**src/hdl/uart_pkg.sv**
```systemverilog
// Constants and types for the serial port with queues and wakeup
// How it works
// RULE1: queues bypassed until software enables them
// RULE2: wakeup on start, frame, match or queue
// RULE3: serial engine runs on its own kernel tick
// RULE4: bit rate reaches 12.5 Mbit/s
// RULE5: hardware clear-to-send and request-to-send handshake
// RULE6: driver enable asserted around each frame
// RULE7: multiprocessor mute and single-wire half duplex
// RULE8: infrared pulse encoder and decoder
// RULE9: LIN break generation and detection
// RULE10: smartcard and synchronous modes when capable
// RULE11: receiver idle timeout raises an interrupt
// RULE12: automatic bit rate from reference character
// RULE13: DMA requests for transmit and receive
// RULE14: low-power rate 9600 from 32.768 kHz; the tick only divides aclk, and there is no 32.768 kHz clock input
// RULE15: 7, 8, 9 data bits; 16-entry queues
package uart_pkg;
	// ------------------------------------------------------------
	// Register map
	// ------------------------------------------------------------
	localparam logic [4:0] OFF_CTRL = 5'h00;
	localparam logic [4:0] OFF_BAUD = 5'h04;
	localparam logic [4:0] OFF_STAT = 5'h08;
	localparam logic [4:0] OFF_MASK = 5'h0c;
	localparam logic [4:0] OFF_DATA = 5'h10;
	localparam logic [4:0] OFF_RTO = 5'h14;
	localparam logic [4:0] OFF_MATCH = 5'h18;
	localparam logic [4:0] OFF_LINE = 5'h1c;
	// Control fields
	localparam int C_EN = 0;
	localparam int C_FIFO = 1;
	localparam int C_LEN = 2;
	localparam int C_CTS = 4;
	localparam int C_RTS = 5;
	localparam int C_DE = 6;
	localparam int C_MUTE = 7;
	localparam int C_HD = 8;
	localparam int C_IRDA = 9;
	localparam int C_LIN = 10;
	localparam int C_BRK = 11;
	localparam int C_SYNC = 12;
	localparam int C_SCARD = 13;
	localparam int C_ABR = 14;
	localparam int C_DMAT = 15;
	localparam int C_DMAR = 16;
	localparam int C_WAKE = 17;
	localparam int CTRL_W = 19;
	// Status and mask bits
	localparam int S_RX = 0;
	localparam int S_TXC = 1;
	localparam int S_RTO = 2;
	localparam int S_BRK = 3;
	localparam int S_WAKE = 4;
	localparam int S_ABR = 5;
	localparam int S_FE = 6;
	localparam int S_ORE = 7;
	// Reset values
	localparam logic [CTRL_W-1:0] CTRL_RST = 19'h00000;
	localparam logic [15:0] BAUD_RST = 16'h0010;
	// ------------------------------------------------------------
	// Timing
	// ------------------------------------------------------------
	localparam int CLK_HZ = 250_000_000;
	localparam int OVS = 16;
	localparam int MAX_BPS = 12_500_000;
	localparam int MIN_DIV = CLK_HZ / (OVS * MAX_BPS);
	localparam int LSE_HZ = 32768;
	localparam int LP_BPS = 9600;
	localparam int BRK_BITS = 13;
	localparam int IRDA_PULSE = 3;
	localparam int QDEPTH = 16;
	// ------------------------------------------------------------
	// Types
	// ------------------------------------------------------------
	typedef enum logic {TX_IDLE, TX_SEND} tx_state_type;
	typedef enum logic [1:0] {
		RX_IDLE, RX_START, RX_DATA, RX_STOP
	} rx_state_type;
endpackage

```
**src/hdl/tick_gen.sv**
```systemverilog
// Oversampling tick divider for the serial engine
`timescale 1ns/1ns
module tick_gen import uart_pkg::*; (
	// Clock and reset
	input wire logic aclk,
	input wire logic aresetn,
	// Divisor in clock cycles per tick
	input wire logic [15:0] div,
	// One-cycle tick
	output logic tick
);
	typedef struct packed {
		logic [15:0] cnt;
		logic tick;
	} tick_state_type;
	tick_state_type s, v;

	// Count to the divisor, zero acts as one
	always_comb begin
		v = s;
		v.tick = 1'b0;
		if (s.cnt + 16'h0001 >= div || div == 16'h0000) begin
			v.cnt = 16'h0000;
			v.tick = 1'b1;
		end else begin
			v.cnt = s.cnt + 16'h0001;
		end
	end

	// State register
	always_ff @(posedge aclk) begin
		if (!aresetn) begin
			s <= '0;
		end else begin
			s <= v;
		end
	end

	assign tick = s.tick;
endmodule

```
**src/hdl/serial_queue.sv**
```systemverilog
// Data queue that acts as a single buffer while disabled
`timescale 1ns/1ns
module serial_queue import uart_pkg::*; #(
	parameter int W = 9,
	parameter int DEPTH = QDEPTH
) (
	// Clock and reset
	input wire logic aclk,
	input wire logic aresetn,
	// Queue enable, else one entry
	input wire logic en,
	// Fill side
	input wire logic in_valid,
	output logic in_ready,
	input wire logic [W-1:0] in_data,
	// Drain side
	output logic out_valid,
	input wire logic out_ready,
	output logic [W-1:0] out_data,
	// Fill level
	output logic [$clog2(DEPTH):0] level
);
	localparam int AW = $clog2(DEPTH);
	if (DEPTH < 2 || (1 << AW) != DEPTH) begin : g_bad
		$error("serial_queue depth must be a power of two");
	end
	typedef struct packed {
		logic [DEPTH-1:0][W-1:0] mem;
		logic [AW-1:0] wp;
		logic [AW-1:0] rp;
		logic [AW:0] cnt;
	} queue_state_type;
	queue_state_type s, v;
	logic push, pop;

	// Bypass limits the queue to one entry
	assign in_ready = en ? (s.cnt < (AW+1)'(DEPTH)) : (s.cnt == '0); // RULE1
	assign out_valid = (s.cnt != '0);
	assign out_data = s.mem[s.rp];
	assign level = s.cnt;
	assign push = in_valid && in_ready;
	assign pop = out_valid && out_ready;

	// Pointers and count
	always_comb begin
		v = s;
		if (push) begin
			v.mem[s.wp] = in_data;
			v.wp = s.wp + 1'b1;
		end
		if (pop) begin
			v.rp = s.rp + 1'b1;
		end
		if (push && !pop) begin
			v.cnt = s.cnt + 1'b1;
		end else if (pop && !push) begin
			v.cnt = s.cnt - 1'b1;
		end
	end

	// State register
	always_ff @(posedge aclk) begin
		if (!aresetn) begin
			s <= '0;
		end else begin
			s <= v;
		end
	end
endmodule

```
**src/hdl/serial_port.sv**
```systemverilog
// Serial transceiver with queues, wakeup and AXI4-Lite registers
//
// The register addresses and register access over AXI4-Lite were decided locally.
`timescale 1ns/1ns
module serial_port import uart_pkg::*; #(
	parameter bit SYNC_CAPABLE = 1'b1
) (
	// Clock and reset
	input wire logic aclk,
	input wire logic aresetn,
	// AXI4-Lite write
	input wire logic awvalid,
	output logic awready,
	input wire logic [4:0] awaddr,
	input wire logic wvalid,
	output logic wready,
	input wire logic [31:0] wdata,
	input wire logic [3:0] wstrb,
	output logic bvalid,
	input wire logic bready,
	output logic [1:0] bresp,
	// AXI4-Lite read
	input wire logic arvalid,
	output logic arready,
	input wire logic [4:0] araddr,
	output logic rvalid,
	input wire logic rready,
	output logic [31:0] rdata,
	output logic [1:0] rresp,
	// Serial line
	input wire logic rx_i,
	input wire logic tx_i,
	output logic tx_o,
	output logic tx_oe,
	input wire logic cts_n,
	output logic rts_n,
	output logic de,
	output logic sclk,
	// System
	input wire logic stop_mode,
	output logic wake_req,
	output logic irq,
	output logic dma_tx_req,
	output logic dma_rx_req
);
	// ------------------------------------------------------------
	// State
	// ------------------------------------------------------------
	typedef struct packed {
		logic [CTRL_W-1:0] ctrl;
		logic [15:0] baud;
		logic [7:0] stat;
		logic [7:0] mask;
		logic [15:0] rto;
		logic [8:0] match;
		logic aw_got, w_got, bvalid, rvalid;
		logic [4:0] awaddr;
		logic [31:0] wdata;
		logic [3:0] wstrb;
		logic [1:0] bresp, rresp;
		logic [31:0] rdata;
		tx_state_type tx_st;
		logic [15:0] tx_sh;
		logic [4:0] tx_cnt;
		logic [3:0] tx_ph;
		rx_state_type rx_st;
		logic [8:0] rx_sh;
		logic [3:0] rx_bit, rx_ph;
		logic rx_low, rx_prev;
		logic [19:0] rto_cnt;
		logic rto_arm, abr_on;
		logic [19:0] abr_cnt;
		logic pin, oe, de, sclk, wake;
	} port_state_type;
	port_state_type s, v;

	logic tick, txq_iv, txq_ir, txq_ov, txq_or, rxq_iv, rxq_ir;
	logic rxq_ov, rxq_or;
	logic [8:0] txq_d, rxq_in, rxq_d;
	logic [4:0] txq_lv, rxq_lv;
	logic [CTRL_W-1:0] cmask;

	// Data bits from the length field
	function automatic logic [3:0] nbits(input logic [1:0] len);
		case (len)
			2'b00: nbits = 4'd8;
			2'b01: nbits = 4'd9;
			default: nbits = 4'd7;
		endcase
	endfunction

	// Byte-lane merge of a write
	function automatic logic [31:0] merge(input logic [31:0] o,
		input logic [31:0] d, input logic [3:0] b);
		merge = o;
		for (int i = 0; i < 4; i++) begin
			if (b[i]) begin
				merge[i*8 +: 8] = d[i*8 +: 8];
			end
		end
	endfunction

	// ------------------------------------------------------------
	// Submodules
	// ------------------------------------------------------------
	// Kernel tick keeps running regardless of software activity
	tick_gen u_tick (.aclk(aclk), .aresetn(aresetn), .div(s.baud),
		.tick(tick)); // RULE3 RULE4 RULE14

	serial_queue #(.W(9), .DEPTH(QDEPTH)) u_txq (.aclk(aclk),
		.aresetn(aresetn), .en(s.ctrl[C_FIFO]), .in_valid(txq_iv),
		.in_ready(txq_ir), .in_data(s.wdata[8:0]),
		.out_valid(txq_ov), .out_ready(txq_or), .out_data(txq_d),
		.level(txq_lv)); // RULE15

	serial_queue #(.W(9), .DEPTH(QDEPTH)) u_rxq (.aclk(aclk),
		.aresetn(aresetn), .en(s.ctrl[C_FIFO]), .in_valid(rxq_iv),
		.in_ready(rxq_ir), .in_data(rxq_in),
		.out_valid(rxq_ov), .out_ready(rxq_or), .out_data(rxq_d),
		.level(rxq_lv)); // RULE15

	// Modes that need a clock pin exist only when capable
	assign cmask = SYNC_CAPABLE ? '1 :
		~((CTRL_W)'(1) << C_SYNC | (CTRL_W)'(1) << C_SCARD); // RULE10

	// ------------------------------------------------------------
	// Next state
	// ------------------------------------------------------------
	always_comb begin
		logic [7:0] ev, clr;
		logic [3:0] nb;
		logic [8:0] d;
		logic hd, rxl, b, hit;
		logic [3:0] wk;
		ev = 8'h00;
		clr = 8'h00;
		nb = nbits(s.ctrl[C_LEN +: 2]);
		d = 9'h000;
		hd = s.ctrl[C_HD] | s.ctrl[C_SCARD];
		rxl = hd ? tx_i : rx_i; // RULE7
		b = 1'b1;
		hit = 1'b0;
		wk = 4'h0;
		v = s;
		v.wake = 1'b0;
		txq_iv = 1'b0;
		txq_or = 1'b0;
		rxq_iv = 1'b0;
		rxq_in = 9'h000;
		rxq_or = 1'b0;
		// Bus: address and data taken in either order
		if (awvalid && awready) begin
			v.aw_got = 1'b1;
			v.awaddr = awaddr;
		end
		if (wvalid && wready) begin
			v.w_got = 1'b1;
			v.wdata = wdata;
			v.wstrb = wstrb;
		end
		if (s.bvalid && bready) begin
			v.bvalid = 1'b0;
		end
		if (s.rvalid && rready) begin
			v.rvalid = 1'b0;
		end
		// Register write once both halves are held
		if (s.aw_got && s.w_got && !s.bvalid) begin
			v.aw_got = 1'b0;
			v.w_got = 1'b0;
			v.bvalid = 1'b1;
			v.bresp = 2'b00;
			if (s.awaddr == OFF_CTRL) begin
				v.ctrl = CTRL_W'(merge(32'(s.ctrl), s.wdata, s.wstrb))
					& cmask;
			end else if (s.awaddr == OFF_BAUD) begin
				v.baud = 16'(merge(32'(s.baud), s.wdata, s.wstrb));
			end else if (s.awaddr == OFF_STAT) begin
				clr = 8'(merge(32'h0, s.wdata, s.wstrb));
			end else if (s.awaddr == OFF_MASK) begin
				v.mask = 8'(merge(32'(s.mask), s.wdata, s.wstrb));
			end else if (s.awaddr == OFF_DATA) begin
				txq_iv = s.wstrb[0];
			end else if (s.awaddr == OFF_RTO) begin
				v.rto = 16'(merge(32'(s.rto), s.wdata, s.wstrb));
			end else if (s.awaddr == OFF_MATCH) begin
				v.match = 9'(merge(32'(s.match), s.wdata, s.wstrb));
			end else if (s.awaddr != OFF_LINE) begin
				v.bresp = 2'b10;
			end
		end
		// Register read; data read pops the receive queue
		if (arvalid && arready) begin
			v.rvalid = 1'b1;
			v.rresp = 2'b00;
			v.rdata = 32'h0;
			if (araddr == OFF_CTRL) begin
				v.rdata = 32'(s.ctrl);
			end else if (araddr == OFF_BAUD) begin
				v.rdata = 32'(s.baud);
			end else if (araddr == OFF_STAT) begin
				v.rdata = 32'(s.stat);
			end else if (araddr == OFF_MASK) begin
				v.rdata = 32'(s.mask);
			end else if (araddr == OFF_DATA) begin
				v.rdata = rxq_ov ? 32'(rxq_d) : 32'h0;
				rxq_or = 1'b1;
			end else if (araddr == OFF_RTO) begin
				v.rdata = 32'(s.rto);
			end else if (araddr == OFF_MATCH) begin
				v.rdata = 32'(s.match);
			end else if (araddr == OFF_LINE) begin
				v.rdata = {20'h0, s.rx_st == RX_IDLE,
					s.tx_st == TX_SEND, rxq_lv, txq_lv};
			end else begin
				v.rresp = 2'b10;
			end
		end
		// Transmitter: a break starts at once, a data frame only while the peer allows
		if (s.tx_st == TX_IDLE) begin
			if (s.ctrl[C_EN] && s.ctrl[C_BRK]) begin
				v.tx_st = TX_SEND; // RULE9
				v.tx_sh = 16'hffff << BRK_BITS; // Low break, then stop
				v.tx_cnt = 5'(BRK_BITS + 1);
				v.tx_ph = 4'h0;
				v.ctrl[C_BRK] = 1'b0;
			end else if (s.ctrl[C_EN] && txq_ov &&
				!(s.ctrl[C_CTS] && cts_n)) begin // RULE5
				txq_or = 1'b1;
				v.tx_st = TX_SEND;
				v.tx_sh = {6'h00, txq_d, 1'b0} |
					(16'hffff << (nb + 4'd1));
				v.tx_cnt = 5'(nb) + 5'd2;
				v.tx_ph = 4'h0;
			end
		end else if (tick) begin
			v.tx_ph = s.tx_ph + 4'h1;
			if (s.tx_ph == 4'hf) begin
				v.tx_sh = {1'b1, s.tx_sh[15:1]};
				v.tx_cnt = s.tx_cnt - 5'd1;
				if (s.tx_cnt == 5'd1) begin
					v.tx_st = TX_IDLE;
					ev[S_TXC] = 1'b1;
				end
			end
		end
		// Line level, infrared zero is a short low pulse
		if (v.tx_st != TX_SEND) begin
			v.pin = 1'b1;
		end else if (s.ctrl[C_IRDA]) begin
			v.pin = v.tx_sh[0] ||
				v.tx_ph >= 4'(IRDA_PULSE); // RULE8
		end else begin
			v.pin = v.tx_sh[0];
		end
		v.oe = !hd || v.tx_st == TX_SEND; // RULE7
		v.de = s.ctrl[C_DE] && v.tx_st == TX_SEND; // RULE6
		// Bit clock in synchronous mode, card clock in smartcard
		if (s.ctrl[C_SYNC]) begin
			v.sclk = v.tx_st == TX_SEND && v.tx_ph[3]; // RULE10
		end else if (s.ctrl[C_SCARD]) begin
			v.sclk = tick ? !s.sclk : s.sclk; // RULE10
		end else begin
			v.sclk = 1'b0;
		end
		// Receiver
		v.rx_prev = rxl;
		case (s.rx_st)
			RX_IDLE: begin
				if (s.ctrl[C_EN] && s.rx_prev && !rxl &&
					!(hd && s.tx_st == TX_SEND)) begin
					v.rx_st = RX_START;
					v.rx_ph = 4'h0;
					wk[0] = 1'b1;
					if (s.ctrl[C_ABR]) begin
						v.abr_on = 1'b1; // RULE12
						v.abr_cnt = 20'h0;
					end
				end
			end
			RX_START: begin
				if (tick) begin
					v.rx_ph = s.rx_ph + 4'h1;
					if (s.rx_ph == 4'h7) begin
						v.rx_st = (s.ctrl[C_IRDA] || !rxl) ?
							RX_DATA : RX_IDLE;
						v.rx_ph = 4'h0;
						v.rx_bit = 4'h0;
						v.rx_low = 1'b0;
					end
				end
			end
			default: begin
				if (tick) begin
					v.rx_ph = s.rx_ph + 4'h1;
					v.rx_low = s.rx_low | !rxl;
					b = s.ctrl[C_IRDA] ? !(s.rx_low | !rxl)
						: rxl; // RULE8
					if (s.rx_ph == 4'hf) begin
						v.rx_low = 1'b0;
						if (s.rx_st == RX_DATA) begin
							v.rx_sh = {b, s.rx_sh[8:1]};
							v.rx_bit = s.rx_bit + 4'h1;
							if (s.rx_bit + 4'h1 == nb) begin
								v.rx_st = RX_STOP;
							end
						end else begin
							v.rx_st = RX_IDLE;
							d = s.rx_sh >> (4'd9 - nb);
							hit = (d == s.match);
							v.rto_cnt = 20'h0;
							v.rto_arm = 1'b1;
							if (!b) begin
								if (d == 9'h000 && s.ctrl[C_LIN])
									ev[S_BRK] = 1'b1; // RULE9
								else
									ev[S_FE] = 1'b1;
							end else begin
								wk[1] = 1'b1;
								wk[2] = hit;
								// Muted until the address matches
								if (s.ctrl[C_MUTE] && hit)
									v.ctrl[C_MUTE] = 1'b0; // RULE7
								if (!s.ctrl[C_MUTE] || hit) begin
									rxq_iv = 1'b1;
									rxq_in = d;
									ev[S_RX] = rxq_ir;
									ev[S_ORE] = !rxq_ir;
								end
							end
						end
					end
				end
			end
		endcase
		// Auto rate: low time of the start bit over oversampling
		if (s.abr_on) begin
			if (!rxl) begin
				v.abr_cnt = s.abr_cnt + 20'h1;
			end else begin
				v.abr_on = 1'b0;
				v.baud = (s.abr_cnt[19:4] == 16'h0) ? 16'h1
					: s.abr_cnt[19:4]; // RULE12
				v.ctrl[C_ABR] = 1'b0;
				ev[S_ABR] = 1'b1;
			end
		end
		// Idle timeout counted in ticks after the last frame
		if (s.rto_arm && s.rx_st == RX_IDLE && tick) begin
			v.rto_cnt = s.rto_cnt + 20'h1;
			if (s.rto != 16'h0 && s.rto_cnt == {s.rto, 4'h0}) begin
				v.rto_arm = 1'b0;
				ev[S_RTO] = 1'b1; // RULE11
			end
		end
		// Wakeup source select while stopped
		// Queue-full source fires on each push taken while 15 entries are held
		wk[3] = s.ctrl[C_FIFO] && rxq_iv && rxq_ir &&
			rxq_lv == 5'(QDEPTH - 1);
		if (stop_mode && wk[s.ctrl[C_WAKE +: 2]]) begin
			v.wake = 1'b1; // RULE2
			ev[S_WAKE] = 1'b1;
		end
		// Sticky status, a new event wins over its clear
		v.stat = (s.stat & ~clr) | ev;
	end

	// State register
	always_ff @(posedge aclk) begin
		if (!aresetn) begin
			s <= '0;
			s.ctrl <= CTRL_RST; // RULE1
			s.baud <= BAUD_RST;
			s.pin <= 1'b1;
			s.oe <= 1'b1;
			s.rx_prev <= 1'b1;
		end else begin
			s <= v;
		end
	end

	// ------------------------------------------------------------
	// Outputs
	// ------------------------------------------------------------
	assign awready = !s.aw_got && !s.bvalid;
	assign wready = !s.w_got && !s.bvalid;
	assign bvalid = s.bvalid;
	assign bresp = s.bresp;
	assign arready = !s.rvalid;
	assign rvalid = s.rvalid;
	assign rdata = s.rdata;
	assign rresp = s.rresp;
	assign tx_o = s.pin;
	assign tx_oe = s.oe;
	assign de = s.de;
	assign sclk = s.sclk;
	assign rts_n = s.ctrl[C_RTS] && !rxq_ir; // RULE5
	assign wake_req = s.wake;
	assign irq = |(s.stat & s.mask);
	assign dma_tx_req = s.ctrl[C_DMAT] && txq_ir; // RULE13
	assign dma_rx_req = s.ctrl[C_DMAR] && rxq_ov; // RULE13
endmodule

```
**config.mk**
```make
export PLATFORM = sky130hd
export DESIGN_NAME = serial_port
export DESIGN_NICKNAME = d
export VERILOG_FILES = /design/src/hdl/uart_pkg.sv /design/src/hdl/tick_gen.sv /design/src/hdl/serial_queue.sv /design/src/hdl/serial_port.sv
export SDC_FILE = /design/constraint.sdc
export NUM_CORES = 1
export LEC_CHECK = 0
export BUFFER_PORTS_ARGS = -buffer_cell sky130_fd_sc_hd__buf_2
export CAP_MARGIN = 20
export CORE_MARGIN = 3
export CORE_UTILIZATION = 65
export CTS_CLUSTER_DIAMETER = 60
export DETAILED_ROUTE_END_ITERATION = 6
export GPL_ROUTABILITY_DRIVEN = 0
export PLACE_DENSITY = 0.87
export SLEW_MARGIN = 20
export SYNTH_ARGS = -nofsm -noshare
export SYNTH_HDL_FRONTEND = slang
export SYNTH_SLANG_ARGS = --single-unit
```
**constraint.sdc**
```tcl
create_clock -name aclk -period 6.5 [get_ports aclk]
set_input_delay 0.975 -clock aclk [delete_from_list [all_inputs] [get_ports aclk]]
set_output_delay 0.975 -clock aclk [all_outputs]
set_load 0.02 [all_outputs]
```
==> results of run 1 <==
## worst max-delay path by stage
stage               startpoint             end  slack, ns  depth (start not counted)
finish                  s[234]  u_rxq.level[4]       1.95                         14
global route            s[234]  u_rxq.level[4]       1.71                         14
global placement          rx_i  u_rxq.level[4]       1.96                         15
detailed placement        rx_i  u_rxq.level[4]       1.79                         15
CTS                     s[234]  u_rxq.level[4]       2.03                         14
floorplan                 rx_i  u_rxq.level[4]       2.50                         15
## sequential cells by signal, summed over array words and instances, names as in the netlist, 5 cells and up
signal and count:
rdata 19, s 194, u_rxq.level 5, u_rxq.s 152
u_tick.s 16, u_txq.level 5, u_txq.s 152
## area by class of cell
class / count / area (um^2)
sequential: 553 / 11100
clock inverter: 18 / 216
inverter: 55 / 214
fill: 2623 / 10900
tap: 518 / 648
multi-input combinational: 1975 / 13800
timing repair buffer: 101 / 576
antenna: 1 / 2.50
clock buffer: 83 / 1650
## report_power, final
group	internal [W]	switching, W
Sequential	0.00341	0.0000361
Combinational	0.0000673	0.000193
Clock	0.00188	0.00137
## synth_stat cells, drive strengths merged (3+ instances only)
library cell and number:
ha 46, mux2 12, nor2 311, a211oi 25, nand2b 11, mux4 83
nand2 383, and4 5, nand4b 6, nor3 26, or4 3, and2 17
o21ai 91, a222oi 4, a211o 3, nand3 93, xor2 38, clkbuf 151
o32ai 9, a31oi 22, or3 18, dfxtp 553, a31o 3, inv 55
xnor2 33, mux2i 334, buf 67, and3 21, or2 9, a21o 10
a22oi 30, nor3b 8, o211ai 21, nor2b 31, nand3b 3, o22ai 13
nor4 24, nand4 22, a21oi 157
## per-stage QoR
stage | power, W | std cells | area, um^2
floorplan | 0.00370 | 2801 | 26100
global placement | 0.00376 | 3201 | 26300
detailed placement | 0.00377 | 3202 | 26300
CTS | 0.00696 | 3303 | 28200
global route | 0.00713 | 3303 | 28200
finish | 0.00695 | 3304 | 28200
## worst register-to-register path, stage by stage, from the launching register on
cell and delay, ns:
dfxtp_1 0.95, mux2i_1 0.41, a211o_1 0.18, nand4b_1 0.15
nor4_4 0.65, a21oi_1 0.35, inv_1 0.13, ha_1 0.19
inv_1 0.11, fa_1 0.43, a21o_1 0.19, a21oi_1 0.20
xnor2_1 0.11, or3_1 0.31, a21oi_1 0.13
## kinds of logic after synthesis
kind of cell,after synthesis
compound gates,416
xor+xnor,71
fa+ha+maj,48
buf+inv,273
flops,553
mux,429
other cells,1
simple gates,996
## per-layer routing
layer | routed length (um) | global-route usage (%) | vias up
met2 | 32400 | 52.2 | 1204
met1 | 26300 | 40.5 | 10209
met5 | 13 | 0 | -
li1 | - | - | 9670
met3 | 6630 | 6.03 | 297
met4 | 4030 | 17.3 | 2
==> flow_summary_export.csv, run 1 <==
group,metric,value,unit
floorplanning,dieArea,42400,um^2
power_and_ir_drop,vdd_drop_max,0.242,mV
final_layout,fin_nets,2846,
yosys,synth_ff_type,"dfxtp_1",
power_and_ir_drop,p_per_area,247,nW/um^2
placement,io_buffers,77,
routing,wire_per_inst,21.0,um
yosys,synth.distinct_cells,78,
sta,hold_violations,0,
cts,cts_resized,0,
yosys,synth_top_area_share,42.6,%
cts,cts_setup_buffers,0,
critical_path,cpPeakStageDelay,0.95,ns
cts,root_buffer,"clkbuf_16",
hold_path,worstHoldPathCells,2,
yosys,netlist_top_cells_area,"dfxtp_1 (43%), mux2i_1 (13%), mux4_2 (7.2%)",
yosys,synth_edf_count,0,
routing,drt_first_iter_violations,2520,
critical_path,crit_family,"simple AND/OR/NAND/NOR gates",
yosys,synth-adder-area-share,2.37,%
floorplanning,start_util,66.5,%
global_route,grt_max_degree,164,
yosys,synth_top_family_by_area,"multiplexers",
floorplanning,design.core.area,39100,um^2
global_route,grtUsageTotal,32.1,%
yosys,synthMuxAreaShare,20.6,%
critical_path,reg2regPathDepth,14,
yosys,synth-compound-area-share,9.86,%
yosys,yosysTopAreaCell,"dfxtp_1",
run,maxCapViolations,0,
hold_path,min-delay-start,"rdata[16]",
sta,rsz0062_at_grt,"no",
sta,fmax,220,MHz
status,status,"complete, no violations",
sta,tns,0,ns
global_route,antenna_found_initial,2,
cts,cts.hold.buffers_added,0,
sta,max-slew-margin-rel,20.7,%
routing,dr.pass1.iters,6,
critical_path,crit_arrival,5.09,ns
global_route,grt_first_pass_wirelength,109,mm
final_layout,layout_commonest_cell,"dfxtp_1",
critical_path,regToRegEndpoint,"u_rxq.level[4]",
critical_path,end_kind,"flop",
cts,cts_buffers,55,
critical_path,cp_num_buf_inv,2,
sta,finalClockSkew,0.0339,ns
sta,slew_viol_final,0,
cts,numClockSinks,553,
yosys,yosys_register_bits,553,
critical_path,criticalPathCategory,"reg -> reg",
sta,min_period,4.55,ns
final_layout,utilization,72.1,%
routing,vias,21382,
critical_path,critPathMostFrequentCell,"a21oi_1",
routing,ant_nets,0,
critical_path,worstPathRequired,7.04,ns
cts,h-tree-depth,2,
cts,clk_latency,0.62,ns
critical_path,r2r_setup_slack,1.95,ns
critical_path,r2r-start,"s[234]",
critical_path,crit_slowest_cell,"dfxtp_1",
cts,path_clk_slew,0.06,ns
global_route,overflow,0,
yosys,syn_inst,2787,
critical_path,path_cells,"mux2i_1 -> a211o_1 -> nand4b_1 -> nor4_4 -> a21oi_1 -> inv_1 -> ha_1 -> inv_1 -> fa_1 -> a21o_1 -> a21oi_1 -> xnor2_1 -> or3_1 -> a21oi_1",
yosys,avgSynthCellArea,9.33,um^2
hold_path,min_to,"rdata[16]",
final_layout,layout_common_cells,"dfxtp_1 (548), nand2_1 (377), mux2i_1 (334), nor2_1 (296), a21oi_1 (157)",
yosys,netlist_area,26000,um^2
yosys,synthXorXnorAreaFrac,2.39,%
yosys,yosys.area_share.simple,17.5,%
cts,clk_path_buf_depth,3,
power_and_ir_drop,leakage,10.7,nW
final_layout,drive_above_1_share,12.4,%
sta,worst-slew-pin-transition,1.18,ns
routing,drcViolationCount,0,
routing,wl,69.4,mm
placement,dp_slack,1.79,ns
yosys,yosysWarnings,0,
sta,fin_hold_ws,0.448,ns
sta,setup_slack,1.95,ns
global_route,first_global_vias,20758,
final_layout,area_growth,8.38,%
floorplanning,rows,72,
cts,cts_tree,"done",
floorplanning,dieHeight,206,um
placement,dp_hpwl,45.5,mm
floorplanning,die_x,206,um
yosys,seq_area_frac_synth,42.6,%
sta,setup_viol,0,
critical_path,cp_max_fo,20,
routing,vias_per_cell,6.47,
hold_path,hold_class,"reg -> reg",
critical_path,start_kind,"flop",
sta,finalCritPeriodShare,70.0,%
yosys,synthArstFlopShare,0,%
floorplanning,io_pins,107,
Note: power is estimated with default switching activity, not from simulation.
==> inputs of run 2 (changes only) <==
--- a/config.mk
+++ b/config.mk
@@ -5,14 +5,15 @@
 export SDC_FILE = /design/constraint.sdc
 export NUM_CORES = 1
 export LEC_CHECK = 0
+export ABC_AREA = 1
 export BUFFER_PORTS_ARGS = -buffer_cell sky130_fd_sc_hd__buf_2
 export CAP_MARGIN = 20
 export CORE_MARGIN = 3
-export CORE_UTILIZATION = 65
+export CORE_UTILIZATION = 62
 export CTS_CLUSTER_DIAMETER = 60
 export DETAILED_ROUTE_END_ITERATION = 6
 export GPL_ROUTABILITY_DRIVEN = 0
-export PLACE_DENSITY = 0.87
+export PLACE_DENSITY = 0.84
 export SLEW_MARGIN = 20
 export SYNTH_ARGS = -nofsm -noshare
 export SYNTH_HDL_FRONTEND = slang
==> constraint.sdc (replaced) <==
create_clock -name aclk -period 4.5 [get_ports aclk]
set_input_delay 0.675 -clock aclk [delete_from_list [all_inputs] [get_ports aclk]]
set_output_delay 0.675 -clock aclk [all_outputs]
set_load 0.02 [all_outputs]
==> flow_summary_export.csv, run 2 <==
group,metric,value,unit
sta,finalCritPeriodShare,84.8,%
final_layout,layout_common_cells,"nand2_1 (616), dfxtp_1 (551), a21oi_1 (502), nor2_1 (487), inv_1 (457)",
routing,ant_nets,0,
placement,dp_hpwl,50.4,mm
cts,cts_resized,0,
yosys,yosysMostFrequentCell,"nand2_1",
power_and_ir_drop,seqPwrFrac,48.4,%
yosys,yosysTopAreaCell,"dfxtp_1",
critical_path,end_kind,"flop",
placement,io_buffers,77,
yosys,synth.distinct_cells,58,
power_and_ir_drop,p_comb_share,4.4,%
power_and_ir_drop,switching_share,23.3,%
routing,drcViolationCount,17,
yosys,avgSynthCellArea,6.99,um^2
floorplanning,dieArea,46000,um^2
final_layout,fin_nets,3899,
final_layout,fillers,3587,
cts,numClockSinks,553,
hold_path,hold_class,"in -> reg",
final_layout,largest_reg_flops,194,
yosys,synth_top_area_share,41.1,%
routing,vias,25835,
final_layout,multi_input_area,12900,um^2
global_route,first_global_vias,23330,
global_route,antenna_found_initial,1,
sta,fmax,262,MHz
yosys,synthArstFlopShare,0,%
status,status,"finished, violations left",
power_and_ir_drop,vdd_drop_max,0.364,mV
cts,path_clk_slew,0.06,ns
final_layout,reg_top3,"s (194), u_rxq.s (152), u_txq.s (152)",
sta,hold_violations,0,
sta,fin_hold_ws,0.310,ns
floorplanning,start_util,63.5,%
global_route,grt_first_pass_wirelength,124,mm
sta,min_period,3.82,ns
cts,cts_tree,"done",
floorplanning,rows,75,
final_layout,top_register,"s",
floorplanning,io_pins,107,
final_layout,drive_above_1_share,6.77,%
cts,h-tree-depth,2,
cts,cts_setup_buffers,0,
critical_path,cp_max_fo,13,
yosys,synth_common_cells,"nand2_1 (616), dfxtp_1 (553), a21oi_1 (502), nor2_1 (489), inv_1 (459)",
routing,drt_first_iter_violations,3548,
final_layout,num_antenna_cells,0,
floorplanning,dieHeight,215,um
routing,dr_wl_met3,8.32,mm
power_and_ir_drop,clkPwrFrac,47.2,%
hold_path,worstHoldPathCells,3,
yosys,synth_ff_type,"dfxtp_1",
critical_path,r2r-start,"s[235]",
final_layout,area_growth,7.86,%
final_layout,layout_commonest_cell,"nand2_1",
critical_path,worstPathRequired,5.01,ns
final_layout,regArea,11100,um^2
yosys,yosys_register_bits,553,
sta,tns,0,ns
critical_path,start_kind,"flop",
cts,root_buffer,"clkbuf_16",
power_and_ir_drop,internal_power,0.00794,W
routing,wire_per_inst,17.5,um
power_and_ir_drop,p_switching,0.00241,W
cts,clk_latency,0.62,ns
routing,maxUsedRoutingLayer,"met4",
sta,finalClockSkew,0.0285,ns
yosys,syn_inst,3855,
cts,clk_path_buf_depth,3,
sta,worst-slew-pin-transition,1.14,ns
critical_path,regToRegEndpoint,"u_rxq.level[4]",
routing,wl,77.4,mm
sta,max-slew-margin-rel,23.1,%
floorplanning,die_x,215,um
sta,rsz0062_at_grt,"no",
routing,wl_met2,33.8,mm
floorplanning,design.core.area,42400,um^2
critical_path,r2r_setup_slack,0.68,ns
sta,setup_viol,0,
routing,dr.pass1.iters,7,
critical_path,reg2regPathDepth,22,
placement,dp_slack,0.772,ns
yosys,synth_edf_count,0,
yosys,netlist_top_cells_area,"dfxtp_1 (41%), a21oi_1 (9.3%), nand2_1 (8.6%)",
global_route,overflow,0,
global_route,grtUsageTotal,32.6,%
yosys,netlist_area,27000,um^2
cts,cts_buffers,56,
power_and_ir_drop,leakage,12.6,nW
sta,setup_slack,0.683,ns
hold_path,min_to,"s[132]",
critical_path,crit_arrival,4.32,ns
run,maxCapViolations,0,
yosys,seq_area_frac_synth,41.1,%
global_route,grt_max_degree,184,
routing,wl_met1,31.3,mm
routing,vias_per_cell,5.85,
power_and_ir_drop,p_per_area,356,nW/um^2
sta,slew_viol_final,0,
status,failed_checks,"DRC",
critical_path,criticalPathCategory,"reg -> reg",
cts,cts.hold.buffers_added,0,
yosys,yosysWarnings,0,
hold_path,min-delay-start,"wstrb[2]",
## run 2: critical path, stage by stage, from the launching register on
cell,delay (ns)
dfxtp_1,0.79
inv_2,0.29
nand3_1,0.20
nand2_1,0.07
nand2_1,0.06
nand2_1,0.05
nor2_1,0.09
nand2_1,0.05
nor2_1,0.17
nand2_2,0.09
nand2_4,0.15
nand3_1,0.12
inv_1,0.11
ha_1,0.20
inv_1,0.12
fa_1,0.41
a21o_1,0.18
a21oi_1,0.16
nor2_1,0.05
nor2_1,0.09
nand2_1,0.07
o21ai_0,0.14
a21oi_1,0.06
## run 2: layout make-up
cell class              instances  area share (%)
inverters                     475            6.15
repair buffers                109            2.23
clock inverters                15           0.736
multi-input cells            2599            44.4
well taps                     577            2.48
clock buffers                  88            5.89
flip-flops and latches        553            38.1
## run 2: worst max path at each step
stage | start | end | slack [ns] | cells after the start
2_1_floorplan | s[66] | u_rxq.level[4] | 1.16 | 21
3_3_place_gp | s[235] | u_rxq.level[4] | 0.86 | 22
3_5_place_dp | s[66] | u_rxq.level[4] | 0.77 | 21
4_1_cts | s[235] | u_rxq.level[4] | 0.73 | 22
5_1_grt | s[67] | u_rxq.level[4] | 0.37 | 21
6_report | s[235] | u_rxq.level[4] | 0.68 | 22
## run 2: layer usage
layer	vias up	GRT usage [%]
li1	12431	-
met1	11748	44.4
met2	1385	50.6
met3	271	5.81
met4	0	14.8
met5	-	0
## run 2: power groups by stage
stage | registers, W | logic, W | clock network [W]
2_1_floorplan | 0.00507 | 0.000328 | 0
3_3_place_gp | 0.00511 | 0.000433 | 0
3_5_place_dp | 0.00511 | 0.000441 | 0
4_1_cts | 0.00500 | 0.000444 | 0.00490
5_1_grt | 0.00501 | 0.000498 | 0.00509
6_report | 0.00501 | 0.000460 | 0.00489
## run 2: through the flow
step | std cells | util, % | cell area [um^2] | total power (W)
floorplan | 3869 | - | 27000 | 0.00540
global placement | 4313 | 64.0 | 27100 | 0.00554
detailed placement | 4313 | 64.0 | 27100 | 0.00555
CTS | 4416 | 68.5 | 29100 | 0.0103
global route | 4416 | 68.5 | 29100 | 0.0106
finish | 4416 | 68.5 | 29100 | 0.0104
## run 2: logic make-up after synthesis
| logic type | after synthesis | share of synthesized area, % |
|---|---|---|
| simple gates | 1409 | 22.2 |
| compound gates | 1089 | 21.9 |
| buf+inv | 717 | 11.2 |
| flops | 553 | 41.1 |
| fa+ha+maj | 48 | 2.28 |
| xor+xnor | 37 | 1.20 |
| other cells | 1 | 0.0139 |
| mux | 1 | 0.0371 |
